--- config.mk ---
export PLATFORM = sky130hd
export DESIGN_NAME = ths_switch
export DESIGN_NICKNAME = d
export VERILOG_FILES = /design/src/rtl/ths_pkg.sv /design/src/rtl/ths_switch.sv
export SDC_FILE = /design/constraint.sdc
export NUM_CORES = 1
export LEC_CHECK = 0
export BUFFER_PORTS_ARGS = -buffer_cell sky130_fd_sc_hd__buf_2
export CAP_MARGIN = 20
export CORE_ASPECT_RATIO = 0.75
export CORE_UTILIZATION = 30
export DETAILED_ROUTE_END_ITERATION = 8
export PLACE_DENSITY_LB_ADDON = 0.3
export SETUP_SLACK_MARGIN = 0.2
export SLEW_MARGIN = 15
export SYNTH_ARGS = -nofsm -noshare
export SYNTH_HDL_FRONTEND = slang
export SYNTH_SLANG_ARGS = --single-unit
--- constraint.sdc ---
create_clock -name mclk -period 9 [get_ports mclk]
set_input_delay 1.35 -clock mclk [delete_from_list [all_inputs] [get_ports mclk]]
set_output_delay 1.35 -clock mclk [all_outputs]
set_load 0.02 [all_outputs]
--- src/rtl/ths_pkg.sv ---
package ths_pkg;

    // Bus word offsets
    localparam logic [7:0] OFS_CTRL   = 8'h00;
    localparam logic [7:0] OFS_DELAY  = 8'h04;
    localparam logic [7:0] OFS_PRESET = 8'h08;
    localparam logic [7:0] OFS_HYST   = 8'h0C;
    localparam logic [7:0] OFS_MEAS   = 8'h10;
    localparam logic [7:0] OFS_EXT16  = 8'h14;
    localparam logic [7:0] OFS_EXT8   = 8'h18;
    localparam logic [7:0] OFS_TEACH  = 8'h1C;
    localparam logic [7:0] OFS_INIT   = 8'h20;
    localparam logic [7:0] OFS_STATUS = 8'h24;

    // Control field positions
    localparam int CTRL_DIR      = 0;
    localparam int CTRL_TRIG_LO  = 1;
    localparam int CTRL_REL_LO   = 3;
    localparam int CTRL_EXT_LO   = 5;
    localparam int CTRL_SOC      = 7;
    localparam int CTRL_BINARY   = 8;
    localparam int CTRL_TEACH_RST = 9;
    localparam int CTRL_CYC_LO   = 16;
    localparam int DELAY_OFF_LO  = 4;

    // Status field positions
    localparam int STAT_INT      = 16;
    localparam int STAT_DLY      = 17;
    localparam int STAT_RUN      = 18;
    localparam int STAT_MUTE     = 19;
    localparam int STAT_TAUGHT   = 20;

    // Values after reset
    localparam logic [15:0] RST_PRESET = 16'h8000;
    localparam logic [15:0] RST_HYST   = 16'h0100;
    localparam logic [6:0]  RST_CYC    = 7'h00;

    // Timing
    localparam int ONE_SEC_NS       = 1_000_000_000;
    localparam int CLK_PERIOD_NS    = 25;
    localparam int TICK_CYCLES_DFLT = ONE_SEC_NS / CLK_PERIOD_NS;
    localparam logic [3:0] CYC_UNIT_S = 4'hA;
    localparam logic [6:0] CYC_MAX    = 7'h78;

    typedef enum logic [1:0] {
        RESP_OFF  = 2'h0,
        RESP_ON   = 2'h1,
        RESP_NONE = 2'h2
    } ths_resp_t;

    typedef enum logic [1:0] {
        EXT_NONE  = 2'h0,
        EXT_16    = 2'h1,
        EXT_8     = 2'h2,
        EXT_TEACH = 2'h3
    } ths_ext_t;

    typedef enum logic [1:0] {
        TMR_IDLE = 2'b00,
        TMR_RUN  = 2'b01,
        TMR_FIRE = 2'b11
    } ths_tmr_t;

    // Delay list in seconds; index 0 means no delay
    function automatic logic [11:0] ths_delay_secs(input logic [3:0] idx);
        case (idx)
            4'h0:    ths_delay_secs = 12'h000;
            4'h1:    ths_delay_secs = 12'h001;
            4'h2:    ths_delay_secs = 12'h002;
            4'h3:    ths_delay_secs = 12'h003;
            4'h4:    ths_delay_secs = 12'h005;
            4'h5:    ths_delay_secs = 12'h00A;
            4'h6:    ths_delay_secs = 12'h00F;
            4'h7:    ths_delay_secs = 12'h014;
            4'h8:    ths_delay_secs = 12'h01E;
            4'h9:    ths_delay_secs = 12'h03C;
            4'hA:    ths_delay_secs = 12'h078;
            4'hB:    ths_delay_secs = 12'h12C;
            4'hC:    ths_delay_secs = 12'h258;
            4'hD:    ths_delay_secs = 12'h4B0;
            4'hE:    ths_delay_secs = 12'h708;
            default: ths_delay_secs = 12'hE10;
        endcase
    endfunction

endpackage

--- src/rtl/ths_switch.sv ---
// Notes on behaviour
// - Rising: above level sets, below level-hyst releases
// - Falling: below level sets, above level+hyst releases
// - No-telegram response mutes change and cyclic sends
// - External level from 16-bit or 8-bit object
// - External level replaces preset until rewritten
// - Init restores preset, discarding external level
// - External entry refused on binary precipitation channel
// - Teach value 1 copies last sample
// - Teach value 0 is ignored
// - Taught level survives; init clears only if enabled
// - No teach on binary precipitation channel
// - Rise uses on-delay, fall uses off-delay
// - Zero delay: delayed state follows at once
// - Delay runs a timer; adopt and send on expiry
// - Change back stops timer, nothing sent
// - Cyclic sends use the delayed state
// - Separate on/off delays from 1 s list
// - Send on each delayed state edge when send-on-change is set and its response is not none
// - Recurring event resends its value
// - Cycle setting 0..120 times 10 s, 0 off
//
// The implementer's own choices: the register addresses and the AHB-Lite slave port.
`timescale 1ns/100ps
module ths_switch #(
    parameter int TICK_CYCLES = ths_pkg::TICK_CYCLES_DFLT
) (
    // Clock and reset
    input  wire logic        mclk,
    input  wire logic        resetn,
    // AHB-Lite slave
    input  wire logic        hsel,
    input  wire logic [31:0] haddr,
    input  wire logic [1:0]  htrans,
    input  wire logic        hwrite,
    input  wire logic [2:0]  hsize,
    input  wire logic [31:0] hwdata,
    input  wire logic        hready,
    output logic             hreadyout,
    output logic             hresp,
    output logic [31:0]      hrdata,
    // Switching telegram
    output logic             tx_strobe,
    output logic             tx_value,
    output logic             switch_state
);
    import ths_pkg::*;

    localparam int TW = $clog2(TICK_CYCLES + 1);

    typedef struct packed {
        logic          a_wr;
        logic [7:0]    a_ofs;
        logic [31:0]   rdata;
        logic          dir;
        ths_resp_t     trig_resp;
        ths_resp_t     rel_resp;
        ths_ext_t      ext_mode;
        logic          send_chg;
        logic          binary;
        logic          teach_rst;
        logic [6:0]    cyc_set;
        logic [3:0]    on_idx;
        logic [3:0]    off_idx;
        logic [15:0]   preset;
        logic [15:0]   hyst;
        logic [15:0]   meas;
        logic [15:0]   threshold_level;
        logic          taught;
        logic          int_st;
        logic          dly_st;
        ths_tmr_t      tmr;
        logic [11:0]   secs;
        logic [TW-1:0] tick;
        logic [TW-1:0] dtick;
        logic [10:0]   cyc_cnt;
        logic          tx_strobe;
        logic          tx_value;
    } ths_state_t;

    ths_state_t s_ff;
    ths_state_t nxt_s;

    // Compare one sample against level and hysteresis
    function automatic logic ths_compare(input logic dir, input logic cur,
                                         input logic [15:0] m, input logic [15:0] lvl,
                                         input logic [15:0] hy);
        logic [16:0] hi;
        logic [16:0] lo;
        logic        res;
        hi  = {1'b0, lvl} + {1'b0, hy};
        lo  = {1'b0, lvl} - {1'b0, hy};
        res = cur;
        if (!dir) begin
            if (m > lvl) begin
                res = 1'b1;
            end else if (!lo[16] && ({1'b0, m} < lo)) begin
                res = 1'b0;
            end
        end else begin
            if (m < lvl) begin
                res = 1'b1;
            end else if ({1'b0, m} > hi) begin
                res = 1'b0;
            end
        end
        return res;
    endfunction

    // Response configured for a delayed state
    function automatic ths_resp_t ths_resp_for(input logic st, input ths_resp_t trig,
                                               input ths_resp_t rel);
        return st ? trig : rel;
    endfunction

    // Muted when the held delayed state has no telegram
    function automatic logic resp_mute(input ths_state_t st);
        return ths_resp_for(st.dly_st, st.trig_resp, st.rel_resp) == RESP_NONE;
    endfunction

    // Last cycle of one second
    function automatic logic ths_tick_end(input logic [TW-1:0] t);
        return t == TW'(TICK_CYCLES - 1);
    endfunction

    // Telegram value of a response
    function automatic logic ths_resp_on(input ths_resp_t r);
        return r == RESP_ON;
    endfunction

    always_comb begin
        logic      addr_ok;
        logic      dwr;
        logic      new_sample;
        logic      new_int;
        logic      sec_tick;
        logic      dly_chg;
        logic      ext_ok;
        logic [3:0] sel_idx;
        logic [10:0] cyc_len;
        ths_resp_t resp;
        addr_ok    = 1'b0;
        dwr        = 1'b0;
        new_sample = 1'b0;
        new_int    = s_ff.int_st;
        sec_tick   = 1'b0;
        dly_chg    = 1'b0;
        ext_ok     = 1'b0;
        sel_idx    = 4'h0;
        cyc_len    = 11'h000;
        resp       = RESP_NONE;
        nxt_s      = s_ff;
        nxt_s.tx_strobe = 1'b0;

        // Address phase capture and read data
        addr_ok = hsel && hready && htrans[1];
        if (hready) begin
            nxt_s.a_wr  = addr_ok && hwrite;
            nxt_s.a_ofs = haddr[7:0];
        end
        if (addr_ok && !hwrite) begin
            case (haddr[7:0])
                OFS_CTRL:   nxt_s.rdata = {9'h000, s_ff.cyc_set, 6'h00, s_ff.teach_rst,
                                           s_ff.binary, s_ff.send_chg, s_ff.ext_mode,
                                           s_ff.rel_resp, s_ff.trig_resp, s_ff.dir};
                OFS_DELAY:  nxt_s.rdata = {24'h000000, s_ff.off_idx, s_ff.on_idx};
                OFS_PRESET: nxt_s.rdata = {16'h0000, s_ff.preset};
                OFS_HYST:   nxt_s.rdata = {16'h0000, s_ff.hyst};
                OFS_MEAS:   nxt_s.rdata = {16'h0000, s_ff.meas};
                OFS_STATUS: nxt_s.rdata = {11'h000, s_ff.taught,
                                           (resp_mute(s_ff)), s_ff.tmr == TMR_RUN,
                                           s_ff.dly_st, s_ff.int_st, s_ff.threshold_level};
                default:    nxt_s.rdata = 32'h00000000;
            endcase
        end

        // Data phase writes
        dwr = s_ff.a_wr;
        // external objects absent on binary channel
        ext_ok = !s_ff.binary;
        if (dwr) begin
            case (s_ff.a_ofs)
                OFS_CTRL: begin
                    nxt_s.dir       = hwdata[CTRL_DIR];
                    nxt_s.trig_resp = ths_resp_t'(hwdata[CTRL_TRIG_LO +: 2]);
                    nxt_s.rel_resp  = ths_resp_t'(hwdata[CTRL_REL_LO +: 2]);
                    nxt_s.ext_mode  = ths_ext_t'(hwdata[CTRL_EXT_LO +: 2]);
                    nxt_s.send_chg  = hwdata[CTRL_SOC];
                    nxt_s.binary    = hwdata[CTRL_BINARY];
                    nxt_s.teach_rst = hwdata[CTRL_TEACH_RST];
                    if (hwdata[CTRL_CYC_LO +: 7] > CYC_MAX) begin
                        nxt_s.cyc_set = CYC_MAX;
                    end else begin
                        nxt_s.cyc_set = hwdata[CTRL_CYC_LO +: 7];
                    end
                end
                OFS_DELAY: begin
                    nxt_s.on_idx  = hwdata[3:0];
                    nxt_s.off_idx = hwdata[DELAY_OFF_LO +: 4];
                end
                OFS_PRESET: nxt_s.preset = hwdata[15:0];
                OFS_HYST:   nxt_s.hyst   = hwdata[15:0];
                // New sample triggers compare
                OFS_MEAS: begin
                    nxt_s.meas = hwdata[15:0];
                    new_sample = 1'b1;
                end
                OFS_EXT16: begin
                    if (ext_ok && s_ff.ext_mode == EXT_16) begin
                        nxt_s.threshold_level = hwdata[15:0];
                        nxt_s.taught          = 1'b0;
                    end
                end
                // 8-bit percentage scaled to full range
                OFS_EXT8: begin
                    if (ext_ok && s_ff.ext_mode == EXT_8) begin
                        nxt_s.threshold_level = {hwdata[7:0], hwdata[7:0]};
                        nxt_s.taught          = 1'b0;
                    end
                end
                OFS_TEACH: begin
                    if (ext_ok && s_ff.ext_mode == EXT_TEACH && hwdata[0]) begin
                        nxt_s.threshold_level = s_ff.meas;
                        nxt_s.taught          = 1'b1;
                    end
                end
                OFS_INIT: begin
                    if (hwdata[0] && (!s_ff.taught || s_ff.teach_rst)) begin
                        nxt_s.threshold_level = s_ff.preset;
                        nxt_s.taught          = 1'b0;
                    end
                end
                default: ;
            endcase
        end

        // One-second prescaler
        if (ths_tick_end(s_ff.tick)) begin
            nxt_s.tick = '0;
            sec_tick   = 1'b1;
        end else begin
            nxt_s.tick = s_ff.tick + TW'(1);
        end

        if (new_sample) begin
            if (s_ff.binary) begin
                new_int = hwdata[0];
            end else begin
                new_int = ths_compare(s_ff.dir, s_ff.int_st, hwdata[15:0],
                                      s_ff.threshold_level, s_ff.hyst);
            end
        end
        nxt_s.int_st = new_int;

        // Delay timer
        if (new_int != s_ff.int_st) begin
            if (new_int == s_ff.dly_st) begin
                nxt_s.tmr   = TMR_IDLE;
                nxt_s.secs  = 12'h000;
                nxt_s.dtick = '0;
            end else begin
                // direction picks on or off delay
                sel_idx = new_int ? s_ff.on_idx : s_ff.off_idx;
                if (ths_delay_secs(sel_idx) == 12'h000) begin
                    nxt_s.dly_st = new_int;
                    nxt_s.tmr    = TMR_IDLE;
                    dly_chg      = 1'b1;
                end else begin
                    nxt_s.tmr   = TMR_RUN;
                    nxt_s.secs  = ths_delay_secs(sel_idx);
                    nxt_s.dtick = '0;
                end
            end
        end else begin
            case (s_ff.tmr)
                TMR_IDLE: begin
                    nxt_s.dtick = '0;
                end
                TMR_RUN: begin
                    if (ths_tick_end(s_ff.dtick)) begin
                        nxt_s.dtick = '0;
                        if (s_ff.secs == 12'h001) begin
                            nxt_s.tmr = TMR_FIRE;
                        end else begin
                            nxt_s.secs = s_ff.secs - 12'h001;
                        end
                    end else begin
                        nxt_s.dtick = s_ff.dtick + TW'(1);
                    end
                end
                TMR_FIRE: begin
                    nxt_s.dly_st = s_ff.int_st;
                    nxt_s.tmr    = TMR_IDLE;
                    nxt_s.secs   = 12'h000;
                    nxt_s.dtick  = '0;
                    dly_chg      = 1'b1;
                end
                default: nxt_s.tmr = TMR_IDLE;
            endcase
        end

        resp = ths_resp_for(nxt_s.dly_st, s_ff.trig_resp, s_ff.rel_resp);
        if (dly_chg && s_ff.send_chg && resp != RESP_NONE) begin
            nxt_s.tx_strobe = 1'b1;
            nxt_s.tx_value  = ths_resp_on(resp);
        end

        cyc_len = 11'(s_ff.cyc_set) * 11'(CYC_UNIT_S);
        if (s_ff.cyc_set == 7'h00) begin
            nxt_s.cyc_cnt = 11'h000;
        end else if (sec_tick) begin
            if (s_ff.cyc_cnt + 11'h001 >= cyc_len) begin
                nxt_s.cyc_cnt = 11'h000;
                resp = ths_resp_for(nxt_s.dly_st, s_ff.trig_resp, s_ff.rel_resp);
                if (resp != RESP_NONE && !nxt_s.tx_strobe) begin
                    nxt_s.tx_strobe = 1'b1;
                    nxt_s.tx_value  = ths_resp_on(resp);
                end
            end else begin
                nxt_s.cyc_cnt = s_ff.cyc_cnt + 11'h001;
            end
        end
    end

    always_ff @(posedge mclk or negedge resetn) begin
        if (!resetn) begin
            s_ff                 <= '0;
            s_ff.trig_resp       <= RESP_ON;
            s_ff.rel_resp        <= RESP_OFF;
            s_ff.ext_mode        <= EXT_NONE;
            s_ff.cyc_set         <= RST_CYC;
            s_ff.preset          <= RST_PRESET;
            s_ff.hyst            <= RST_HYST;
            s_ff.threshold_level <= RST_PRESET;
            s_ff.tmr             <= TMR_IDLE;
        end else begin
            s_ff <= nxt_s;
        end
    end

    assign hreadyout    = 1'b1;
    assign hresp        = 1'b0;
    assign hrdata       = s_ff.rdata;
    assign tx_strobe    = s_ff.tx_strobe;
    assign tx_value     = s_ff.tx_value;
    assign switch_state = s_ff.dly_st;

endmodule

# Yosys cells after proc, flatten, opt, wreduce, memory -nomap -nowiden
# Memories as Yosys holds them, arrays and structs flattened.
# Cells that the tools add are included.
totals:
  register_bits: 212
  rom_bits: 384
  inputBits: 74
  out_inout_bits: 37
  elab_cells: 166
  mem_count: 2
mem_list:
  columns: ["name", "depth", "word_bits", "read_ports", "rd_ports_with_merged_regs", "wr", "line", "text"]
  rows:
  - ["(name not given)", 16, 12, 1, 0, 0, "ths_pkg.sv:66", "case (idx)"]
  - ["(name not given)", 16, 12, 1, 0, 0, "ths_pkg.sv:66", null]
classes:
  add_sub_neg: 6
  multipliers: 1
  n_lt_le_gt_ge: 6
  n_eq_ne: 35
  mux: 51
  reduce_logical: 38
ops:
  columns: ["cell", "n"]
  rows:
  - ["23-bit case mux with 6 select lines", 1]
  - ["26-bit two-way mux", 5]
  - ["17-bit two-way mux", 4]
  - ["17-bit case mux with 4 select lines", 1]
  - ["26-bit by 1-bit adder with 26-bit output, second input constant", 2]
  - ["26-bit equality test, second input constant", 2]
  - ["26-bit case mux with 2 select lines", 1]
  - ["12-bit two-way mux", 4]
  - ["8-bit by 5-bit equality test with 1-bit output, second input constant", 5]
  - ["8-bit by 4-bit equality test with 1-bit output, second input constant", 4]
  - ["13-bit two-way mux", 2]
  - ["12-bit case mux with 2 select lines", 1]
  - ["11-bit two-way mux", 2]
  - ["1-bit two-way mux", 18]
  - ["16-bit by 16-bit adder with 17-bit output", 1]
  - ["16-bit by 17-bit greater-than comparator with 1-bit output", 1]
  - ["16-bit by 17-bit less-than comparator with 1-bit output", 1]
  - ["16-bit by 16-bit subtractor with 17-bit output", 1]
  - ["8-bit by 3-bit equality test with 1-bit output, second input constant", 2]
  - ["8-bit by 6-bit equality test with 1-bit output, second input constant", 2]
  - ["16-bit greater-than comparator", 1]
  - ["8-bit logical NOT", 2]
  - ["16-bit less-than comparator", 1]
  - ["15-bit two-way mux", 1]
  - ["other kinds (32)", 72]

# Logic depth before layout (Yosys ltp)
# Gate-level depths: netlist of run 1.
# An unclocked memory read counts as a cell.
depth:
  depth_word: 26
  depth_mapped: 42
  depth_no_buf: 38

# Worst setup path before layout of run 1
# OpenSTA, ideal clock, no wires.
synth_timing:
  path_type: "register -> register"
  startpoint: "reg s_ff[84] (netlist name)"
  endpoint: "reg s_ff, in the netlist tx_value"
  arrival_ns: 7.156
  required_ns: 8.868
  path_slack_ns: 1.712
  stages_incl_launch_ff: 40
  path_buffers: 5
  period_less_slack_ns: 7.288
  path_cell_list: "dfrtp_1 ha_1 buf_2 o21bai_1 a21oi_1 o21bai_1 a21oi_1 o21ai_0 a21o_1 a21oi_1 o41ai_1 o21a_1 o21bai_1 nor4_1 a211oi_1 ha_1 and4_1 nand4_1 (+4 left out) a21o_1 buf_6 buf_12 clkbuf_1 mux2_2 ha_1 clkbuf_1 nor2_1 nor4b_1 a21oi_1 mux2i_1 nand2_1 mux2i_1 o221ai_2 o31a_1 or2_1 a31oi_1 o211ai_1"
synth_rtl:
  columns: ["item", "line", "text"]
  rows:
  - ["start, declared", "ths_switch.sv:81", "ths_state_t s_ff;"]
  - ["start signal, assigned", "ths_switch.sv:337", "s_ff <= nxt_s;"]

==> results of run 1 <==
==> repair_timing <==
item                       4_1_cts  5_1_grt
resized for setup                0        1
setup buffers                    0        0
hold endpoints to repair         0        0
setup endpoints to repair        0       12
==> worst max-delay path by stage <==
stage,from,to,slack (ns),cells past startpoint
final,s_ff[84]$_DFFE_PN0P_,tx_value$_DFF_PN0_,0.77,34
after global placement,s_ff[84]$_DFFE_PN0P_,s_ff[74]$_DFFE_PN0P_,0.78,34
after floorplan,s_ff[84]$_DFFE_PN0P_,tx_value$_DFF_PN0_,1.71,39
after detailed placement,s_ff[84]$_DFFE_PN0P_,s_ff[74]$_DFFE_PN0P_,0.75,34
after CTS,s_ff[84]$_DFFE_PN0P_,s_ff[74]$_DFFE_PN0P_,0.65,34
after global routing,s_ff[83]$_DFFE_PN0P_,s_ff[69]$_DFFE_PN0P_,0.21,34
==> synthesized netlist by cell type (all sizes together) (4+ instances only) <==
library cell and number:
a222oi 8, a31oi 17, a22o 18, or2 5, mux2i 21, dfrtp 199
nor4b 9, o21bai 7, clkbuf 53, o41ai 4, o21ai 162, a21oi 77
a21o 7, nor4 12, nand2b 14, nor2b 18, or4 4, and3 28
or3 5, xnor2 41, xor2 19, o22ai 6, inv 89, dfstp 4
ha 114, nand4 20, o211ai 4, a221oi 9, o31ai 9, buf 51
mux2 67, nand3 38, a21boi 9, nor3 26, a211oi 24, nor3b 5
a22oi 17, nand2 179, o21a 6, nor2 91
==> cell families (layout without fill, tap and decap cells) <==
logic type	Yosys count	after routing	synth area share [%]
and+or+nand+nor	466	466	16.3
AOI/OAI and AO/OA	399	399	18.3
DFF	203	203	37.1
buffers and inverters	194	216	6.56
adders and majority gates	117	117	10.8
muxes	88	88	7.04
xor gates and xnor gates	60	60	3.83
other	2	11	0.0548
==> layer usage <==
metal,up-vias,track usage (%),part of all wire [%],routed length (µm)
met2,288,23.3,40,15800
met5,-,0,0.079,31
met4,4,3.32,1.7,674
met1,5493,26.0,51,20100
li1,5439,-,-,-
met3,44,3.34,6.3,2470
==> sequential cells by signal, summed over array words and instances, names as in the netlist <==
signal,cells
s_ff,177
tx_strobe,1
hrdata,23
tx_value,1
switch_state,1
==> power by group <==
group          switching, mW  leakage (nW)  internal [mW]  total (mW)
Combinational          0.255          3.94          0.171       0.426
Sequential            0.0510          2.53          0.948       0.999
Clock                  0.410         0.427          0.658        1.07
Total                  0.716          6.90           1.78        2.49
==> cell type report <==
class	count	area, µm²
repair buffers	80	454
well taps	586	733
multi-input cells	1141	7770
clock inverters	12	166
fillers	4576	29600
inverters	90	338
flip-flops and latches	203	5080
clock buffers	34	699
==> critical path, delay by kind of cell (launching register included) <==
| family | cells | cell delay [ns] |
|---|---|---|
| compound gates | 20 | 4.14 |
| simple gates | 8 | 1.58 |
| fa+ha+maj | 3 | 1.17 |
| mux | 3 | 0.76 |
| flops | 1 | 0.45 |
==> through the flow <==
| step | power, mW | instances | cell area (µm²) | setup slack (ns) |
|---|---|---|---|---|
| finish | 2.49 | 2146 | 15200 | 0.768 |
| global route | 2.62 | 2146 | 15200 | 0.207 |
| CTS | 2.52 | 2146 | 15200 | 0.648 |
| detailed placement | 1.44 | 2100 | 14400 | 0.751 |
| global placement | 1.42 | 2100 | 14400 | 0.779 |
| floorplan | 1.30 | 1538 | 13700 | 1.71 |
==> results.ini, run 1 <==
[cts]
clockBufferDepth = 3
cts_tree = built
htreeDepth = 1
cts_sinks = 203
numCtsBuffers = 25
cts_hold_buffers = 0
clk_pin_slew_ns = 0.06
insertion_delay_ns = 0.54
clockRootBuffer = clkbuf_16

[sta]
rsz0062_at_grt = false
setup_viol_count_final = 0
report.final.slew_viol_count = 0
holdWs_ns = 0.476
slew_headroom_pct = 28.7
tns_ns = 0
finalCriticalPeriod_ns = 8.23
finalHoldViolCount = 0
timing.fmax_mhz = 121
fin_crit_sh_pct = 91.5
tightest_slew_ns = 1.07
fin_worst_skew_ns = 0.0122

[worst_hold_path]
hold_class = reg -> reg
hold_depth = 1
min_to = s_ff[38]$_DFFE_PN0P_
hp-start = s_ff[38]$_DFFE_PN0P_

[global_route]
grtUsageTotal_pct = 16.7
antenna_found_initial = 2
first_global_vias = 10800
grt_max_degree = 78
overflow = 0
grt_pass1_wl_um = 62700

[detailed_routing]
drc = 0
wl_per_cell_um = 18.2
ant_nets = 0
via_per_inst = 5.25
drtIter0Drc = 843
routed_wl_um = 39100
vias = 11300
dr.pass1.iters = 5

[power]
peakVddDrop_v = 0.000114
leakage_nw = 6.90
powerDensity_nw_per_um2 = 164

[die]
io_pins = 111
die_height_um = 187
core-area_um2 = 44800
rows = 67
start_util_pct = 30.6
die_w_um = 249
dieArea_um2 = 46500

[yosys]
netlist_area_um2 = 13700
synth_edf_count = 0
ys_types = 75
synth_warnings = 0
yosys.area.top_type = dfrtp_1
synthFlopType = dfrtp_1
synth_seq_cells = 203
syn_avg_cell_area_um2 = 8.96
synth.yosys.seq_area_share_pct = 37.1
synth.area.top_cells = dfrtp_1 36%, ha_1 10%, o21ai_0 5.6%
synthCells = 1529
yosysTopAreaCellShare_pct = 36.3
async_flop_share_pct = 100

[placement]
gp_congestion = 0.868
numPortBuffers = 62
place_hpwl_um = 28500

[critical_path]
worst_ep_required_time_ns = 9.42
reg2reg_to = tx_value$_DFF_PN0_
rr_worst_depth = 34
criticalPathCategory = reg -> reg
start_kind = flip-flop
max_stage_delay_ns = 0.49
r2r_start = s_ff[84]$_DFFE_PN0P_
crit_fanout = 10
cp.arrival_ns = 8.65
end_kind = flip-flop
reg2reg_slack_ns = 0.77
crit_path_frequent_cell = a21oi_1
crit_slowest_cell = o41ai_1

[layout]
final_cell_mix = 199 x dfrtp_1, 179 x nand2_1, 153 x o21ai_0, 114 x ha_1, 90 x nor2_1
area_delta_synth_final_pct = 11.3
drive_gt1_share_pct = 13.6
layout_commonest_cell = dfrtp_1
final_core_utilization_pct = 34.0
antennaDiodeCount = 0
finalNetCount = 1732

[status]
status = finished, final reports clean

[flow_run]
max-cap-violations = 0

Note: power is estimated with default switching activity, not from simulation.
==> inputs of run 2 (changes only) <==
--- a/config.mk
+++ b/config.mk
@@ -5,9 +5,11 @@
 export SDC_FILE = /design/constraint.sdc
 export NUM_CORES = 1
 export LEC_CHECK = 0
+export ABC_AREA = 1
 export BUFFER_PORTS_ARGS = -buffer_cell sky130_fd_sc_hd__buf_2
 export CAP_MARGIN = 20
 export CORE_ASPECT_RATIO = 0.75
+export CORE_MARGIN = 4
 export CORE_UTILIZATION = 30
 export DETAILED_ROUTE_END_ITERATION = 8
 export PLACE_DENSITY_LB_ADDON = 0.3
==> run 2 against run 1 <==
Effect of this change: synthesized area rose by 1.8%; sequential power rose by 7%; core utilization fell by 0.19 points; largest power group is now combinational cells; fmax rose by 14%; sequential share of layout area fell by 0.61 points; wire length rose by 0.58%.
==> results.ini, run 2 <==
[status]
status = finished, final reports clean

[sta]
finalHoldViolCount = 0  ; unchanged
timing.fmax_mhz = 138  ; +14%
fin_worst_skew_ns = 0.0243  ; +0.0121 ns
tightest_slew_ns = 1.06  ; -0.00522 ns
holdWs_ns = 0.459  ; -0.0164 ns
rsz0062_at_grt = false
tns_ns = 0  ; unchanged
setup_viol_count_final = 0  ; unchanged
report.final.slew_viol_count = 0  ; unchanged
finalCriticalPeriod_ns = 7.25  ; -0.979 ns
fin_crit_sh_pct = 80.6  ; -11 points
slew_headroom_pct = 28.8  ; +0.086 points

[detailed_routing]
ant_nets = 0  ; unchanged
dr.pass1.iters = 5  ; unchanged
drtIter0Drc = 1002  ; +19%
wl_per_cell_um = 16.1  ; -12%
routed_wl_um = 39300  ; +0.58%
drc = 0  ; unchanged
via_per_inst = 4.96  ; -5.6%
vias = 12100  ; +7.6%

[yosys]
yosysTopAreaCellShare_pct = 35.7  ; -0.63 points
synth.area.top_cells = dfrtp_1 36%, ha_1 10%, nand2_1 9.9%
async_flop_share_pct = 100  ; unchanged
synth.most_common_cell = nand2_1
synth_common_cells = 369 x nand2_1, 267 x inv_1, 199 x dfrtp_1, 154 x o21ai_0, 114 x ha_1
synth.yosys.seq_area_share_pct = 36.5  ; -0.64 points
synthFlopType = dfrtp_1
synth_edf_count = 0  ; unchanged
synthCells = 1799  ; +18%
ys_types = 62  ; -17%
synth_seq_cells = 203  ; unchanged
yosys.area.top_type = dfrtp_1
netlist_area_um2 = 13900  ; +1.8%
syn_avg_cell_area_um2 = 7.75  ; -14%
synth_warnings = 0  ; unchanged

[critical_path]
criticalPathCategory = reg -> reg
end_kind = flip-flop
max_stage_delay_ns = 0.40  ; -0.09 ns
crit_fanout = 33  ; +23
r2r_start = s_ff[115]$_DFFE_PN0P_
reg2reg_slack_ns = 1.75  ; +0.98 ns
cp.arrival_ns = 7.71  ; -0.94 ns
critPathTopFamily = compound AO/OA/AOI/OAI gates
reg2reg_to = s_ff[31]$_DFFE_PN0P_
crit_path_frequent_cell = nand2_1
start_kind = flip-flop
crit_buf_inv = 3  ; +3
rr_worst_depth = 43  ; +26%
worst_ep_required_time_ns = 9.46  ; +0.04 ns
crit_slowest_cell = dfrtp_1

[cts]
clk_pin_slew_ns = 0.06  ; about the same
numCtsBuffers = 24  ; -4.0%
cts_hold_buffers = 0  ; unchanged
clockBufferDepth = 3  ; unchanged
htreeDepth = 1  ; unchanged
cts_tree = built
cts_resized = 0  ; unchanged
cts_sinks = 203  ; unchanged
cts_setup_buffers = 0  ; unchanged
clockRootBuffer = clkbuf_16
insertion_delay_ns = 0.54  ; about the same

[power]
peakVddDrop_v = 0.000127  ; +11%
powerDensity_nw_per_um2 = 204  ; +25%
combPwrFrac_pct = 34.1  ; +17 points
power.switching_mw = 1.20  ; +67%
p_sw_share_pct = 37.8  ; +9.1 points
pwr-share-seq_pct = 33.7  ; -6.4 points
power_mw = 3.17  ; +27%
power_frac_clock_pct = 32.1  ; -11 points
p_int_mw = 1.97  ; +11%
leakage_nw = 7.98  ; +16%

[global_route]
grt_max_degree = 131  ; +68%
grtUsageTotal_pct = 15.4  ; -1.3 points
first_global_vias = 11600  ; +6.9%
grt_pass1_wl_um = 63200  ; +0.70%
overflow = 0  ; unchanged
antenna_found_initial = 0  ; -2

[placement]
gp_congestion = 0.861  ; -0.89%
place_hpwl_um = 29700  ; +4.0%
numPortBuffers = 62  ; unchanged

[layout]
layout_commonest_cell = nand2_1
drive_gt1_share_pct = 8.91  ; -4.7 points
area_delta_synth_final_pct = 11.4  ; about the same
antennaDiodeCount = 0  ; unchanged
finalNetCount = 2024  ; +17%
final_cell_mix = 369 x nand2_1, 267 x inv_1, 199 x dfrtp_1, 154 x o21ai_0, 114 x ha_1
largest_reg_flops = 177  ; unchanged
final_core_utilization_pct = 33.8  ; -0.19 points
max_flop_register = s_ff

[worst_hold_path]
min_to = s_ff[39]$_DFF_PN0_
hold_depth = 1  ; unchanged
hp-start = s_ff[39]$_DFF_PN0_
hold_class = reg -> reg

[die]
die_w_um = 257  ; +3.3%
core-area_um2 = 45900  ; +2.4%
rows = 68  ; +1.5%
start_util_pct = 30.3  ; -0.21 points
dieArea_um2 = 50000  ; +7.5%
io_pins = 111  ; unchanged
die_height_um = 195  ; +4.1%

[flow_run]
max-cap-violations = 0  ; unchanged

run 2: power groups by stage:
stage | clock [mW] | combinational (mW) | sequential, mW
final | 1.02 | 1.08 | 1.07
after global placement | 0 | 1.06 | 1.08
after global routing | 1.09 | 1.25 | 1.08
after floorplan | 0 | 0.818 | 1.07
after detailed placement | 0 | 1.08 | 1.08
after CTS | 1.04 | 1.08 | 1.07
run 2: worst max path at each step:
stage	slack (ns)	endpoint	from	cells after the start
after global routing	0.96	s_ff[31]$_DFFE_PN0P_	s_ff[115]$_DFFE_PN0P_	43
after detailed placement	1.81	s_ff[31]$_DFFE_PN0P_	s_ff[115]$_DFFE_PN0P_	43
after CTS	1.74	s_ff[31]$_DFFE_PN0P_	s_ff[115]$_DFFE_PN0P_	43
final	1.75	s_ff[31]$_DFFE_PN0P_	s_ff[115]$_DFFE_PN0P_	43
after floorplan	3.24	tx_value$_DFF_PN0_	s_ff[84]$_DFFE_PN0P_	45
after global placement	1.93	s_ff[31]$_DFFE_PN0P_	s_ff[115]$_DFFE_PN0P_	43
run 2: worst register-to-register path, delay by kind of cell, from the launching register on:
kind / cells / cell delay, ns
buffers and inverters: 3 / 0.59
flip-flops: 1 / 0.40
XOR/XNOR: 1 / 0.15
AO/OA/AOI/OAI: 15 / 2.66
adder cells (fa/ha/maj): 3 / 0.94
AND/OR/NAND/NOR: 21 / 2.44
run 2: cell families (layout without fill, tap and decap cells):
logic type | count (synthesis) | count (layout) | synth area share (%)
compound gates | 387 | 387 | 16.6
xor+xnor | 69 | 69 | 4.39
simple gates | 660 | 660 | 20.7
flops | 203 | 203 | 36.5
mux | 5 | 5 | 0.404
buf+inv | 356 | 399 | 10.7
fa+ha+maj | 117 | 117 | 10.7
other cells | 2 | 11 | 0.0539
run 2: area by class of cell:
type,count,area [µm²]
fillers,4875,30400
multi-input cells,1249,7400
flip-flops and latches,203,5080
inverters,280,1050
well taps,595,744
clock buffers,34,698
repair buffers,75,422
clock inverters,10,128
run 2: metal layers:
| metal | wire (µm) | global-route usage, % | share of wire [%] | up-vias |
|---|---|---|---|---|
| li1 | - | - | - | 6028 |
| met1 | 20500 | 24.4 | 52 | 5746 |
| met2 | 15600 | 21.8 | 40 | 312 |
| met3 | 2420 | 2.63 | 6.2 | 40 |
| met4 | 750 | 2.93 | 1.9 | 0 |
| met5 | 0 | 0 | 0 | - |
run 2: stage by stage:
step / instance area (µm²) / std cells / setup WS, ns
after floorplan: 14000 / 1808 / 3.24
after global placement: 14700 / 2401 / 1.93
after detailed placement: 14700 / 2401 / 1.81
after CTS: 15500 / 2445 / 1.74
after global routing: 15500 / 2446 / 0.956
final: 15500 / 2446 / 1.75
==> inputs of run 3 (changes only) <==
==> constraint.sdc (replaced) <==
create_clock -name mclk -period 6.7 [get_ports mclk]
set_input_delay 1.005 -clock mclk [delete_from_list [all_inputs] [get_ports mclk]]
set_output_delay 1.005 -clock mclk [all_outputs]
set_load 0.02 [all_outputs]
==> run 3 against run 2 <==
Effect of this change: combinational power is 42% higher; flip-flop and latch count is the same; hold slack got worse by 0.013 ns; first-iteration DRC count increased by 13%; largest cell class unchanged; largest power group unchanged.
==> results.ini, run 3 (synthesized netlist as in run 2, its figures left out) <==
[critical_path]
max_stage_delay_ns = 0.44  ; +0.04 ns
crit_slowest_cell = dfrtp_1
end_kind = flip-flop
worst_ep_required_time_ns = 7.12  ; -2.34 ns
crit_path_frequent_cell = nand2_1
start_kind = flip-flop
cp.arrival_ns = 6.46  ; -1.25 ns
crit_fanout = 9  ; -73%
criticalPathCategory = reg -> reg

[sta]
tightest_slew_ns = 1.12  ; +0.0577 ns
rsz0062_at_grt = false
report.final.slew_viol_count = 0  ; unchanged
slew_headroom_pct = 24.9  ; -3.9 points
timing.fmax_mhz = 166  ; +20%
finalHoldViolCount = 0  ; unchanged
fin_crit_sh_pct = 90.1  ; +9.5 points
fin_worst_skew_ns = 0.0150  ; -0.00934 ns
tns_ns = 0  ; unchanged
setup_viol_count_final = 0  ; unchanged
finalCriticalPeriod_ns = 6.04  ; -1.22 ns

[global_route]
grt_pass1_wl_um = 63900  ; +1.2%
grtUsageTotal_pct = 15.6  ; +0.20 points
antenna_found_initial = 0  ; unchanged
grt_max_degree = 76  ; -42%
first_global_vias = 11500  ; -0.50%
overflow = 0  ; unchanged

[layout]
antennaDiodeCount = 0  ; unchanged
drive_gt1_share_pct = 10.6  ; +1.7 points
area_delta_synth_final_pct = 12.7
final_cell_mix = 368 x nand2_1, 265 x inv_1, 199 x dfrtp_1, 148 x o21ai_0, 112 x ha_1
max_flop_register = s_ff
fin_area_um2 = 15700  ; +1.2%
finalNetCount = 2042  ; +0.89%
largest_reg_flops = 177  ; unchanged
layout_commonest_cell = nand2_1
nFillCells = 4864  ; -0.23%

[cts]
cts_tree = built
insertion_delay_ns = 0.53  ; about the same
clockRootBuffer = clkbuf_16
cts_sinks = 203  ; unchanged
numCtsBuffers = 22  ; -8.3%
clockBufferDepth = 3  ; unchanged
htreeDepth = 1  ; unchanged
clk_pin_slew_ns = 0.07  ; about the same

[die]
start_util_pct = 30.3  ; unchanged
die_height_um = 195  ; unchanged
die_w_um = 257  ; unchanged
rows = 68  ; unchanged
dieArea_um2 = 50000  ; unchanged
io_pins = 111  ; unchanged
core-area_um2 = 45900  ; unchanged

[detailed_routing]
wl_per_cell_um = 16.1  ; +0.31%
vias = 12100  ; -0.27%
ant_nets = 0  ; unchanged
routed_wl_um = 39600  ; +0.93%
drtIter0Drc = 1136  ; +13%
dr.pass1.iters = 5  ; unchanged
via_per_inst = 4.91  ; -0.88%
drc = 0  ; unchanged

[placement]
place_hpwl_um = 30200  ; +1.7%
numPortBuffers = 62  ; unchanged
gp_congestion = 0.873  ; +1.5%
place_area_um2 = 14800  ; +1.0%

[power]
leakage_nw = 8.07  ; +1.2%
peakVddDrop_v = 0.000166  ; +31%
powerDensity_nw_per_um2 = 273  ; +33%

[flow_run]
max-cap-violations = 0  ; unchanged

[status]
status = finished, final reports clean

[worst_hold_path]
hold_class = in -> async

[run 3: cell types whose count changed in the layout (fill, tap and decap cells not counted), sizes merged]
| cell | previous run | this run |
|---|---|---|
| buf | 75 | 95 |
| inv | 275 | 273 |
| clkinvlp | 2 | 0 |
| bufinv | 2 | 3 |
| clkbuf | 34 | 32 |
[run 3: worst max-delay path, delay by kind of cell, from the launching register on]
kind,cells,cell delay (ns)
buffers and inverters,3,0.29
XOR/XNOR,1,0.17
adder cells (fa/ha/maj),3,0.91
AO/OA/AOI/OAI,14,1.85
flip-flops,1,0.44
AND/OR/NAND/NOR,25,2.25
[run 3: worst paths after layout]
check | startpoint | endpoint | slack (ns) | cells after the start
setup / recovery | s_ff[84]$_DFFE_PN0P_ | tx_value$_DFF_PN0_ | 0.66 | 46
hold / removal | resetn | s_ff[53]$_DFF_PN0_ | 0.45 | 1
setup reg to reg | s_ff[84]$_DFFE_PN0P_ | tx_value$_DFF_PN0_ | 0.66 | 46
hold reg to reg | s_ff[39]$_DFF_PN0_ | s_ff[39]$_DFF_PN0_ | 0.46 | 1
max in group asynchronous | resetn | s_ff[61]$_DFF_PN0_ | 4.90 | 2
min in group mclk | s_ff[39]$_DFF_PN0_ | s_ff[39]$_DFF_PN0_ | 0.46 | 1
[run 3: report_power, final]
group          internal, mW  switching, mW  leakage, nW
clock                 0.787          0.533        0.380
combinational         0.553          0.973         5.29
sequential             1.34          0.101         2.40
total                  2.68           1.61         8.07
[run 3: area by class of cell]
type | count | area [µm²] | area share, %
tap | 595 | 744 | 4.74
inverter | 280 | 1050 | 6.69
sequential | 203 | 5080 | 32.3
multi-input combinational | 1249 | 7490 | 47.6
clock inverter | 7 | 121 | 0.772
timing repair buffer | 95 | 579 | 3.69
clock buffer | 32 | 648 | 4.12
[run 3: timing repair]
item,in CTS,in global routing
setup buffers,0,2
setup endpoints to repair,0,42
hold endpoints to repair,0,0
gates resized for setup,0,28
hold buffers,0,0
[run 3: per-stage QoR]
stage	power [mW]	worst slack [ns]	utilization (%)	instances	hold WS (ns)
2_1_floorplan	2.53	0.945	-	1808	0.433
3_3_place_gp	2.91	0.279	32.3	2418	0.447
3_5_place_dp	2.94	0.289	32.3	2420	0.457
4_1_cts	4.29	0.232	34.0	2459	0.446
5_1_grt	4.61	0.207	34.2	2461	0.471
6_report	4.29	0.663	34.2	2461	0.447
[run 3: metal layers]
| metal | track usage [%] | routed length (µm) | vias to the layer above |
|---|---|---|---|
| met3 | 4.04 | 3000 | 44 |
| met1 | 24.0 | 20100 | 5668 |
| met4 | 2.77 | 578 | 0 |
| met5 | 0 | 0 | - |
| li1 | - | - | 6070 |
| met2 | 22.0 | 15900 | 311 |
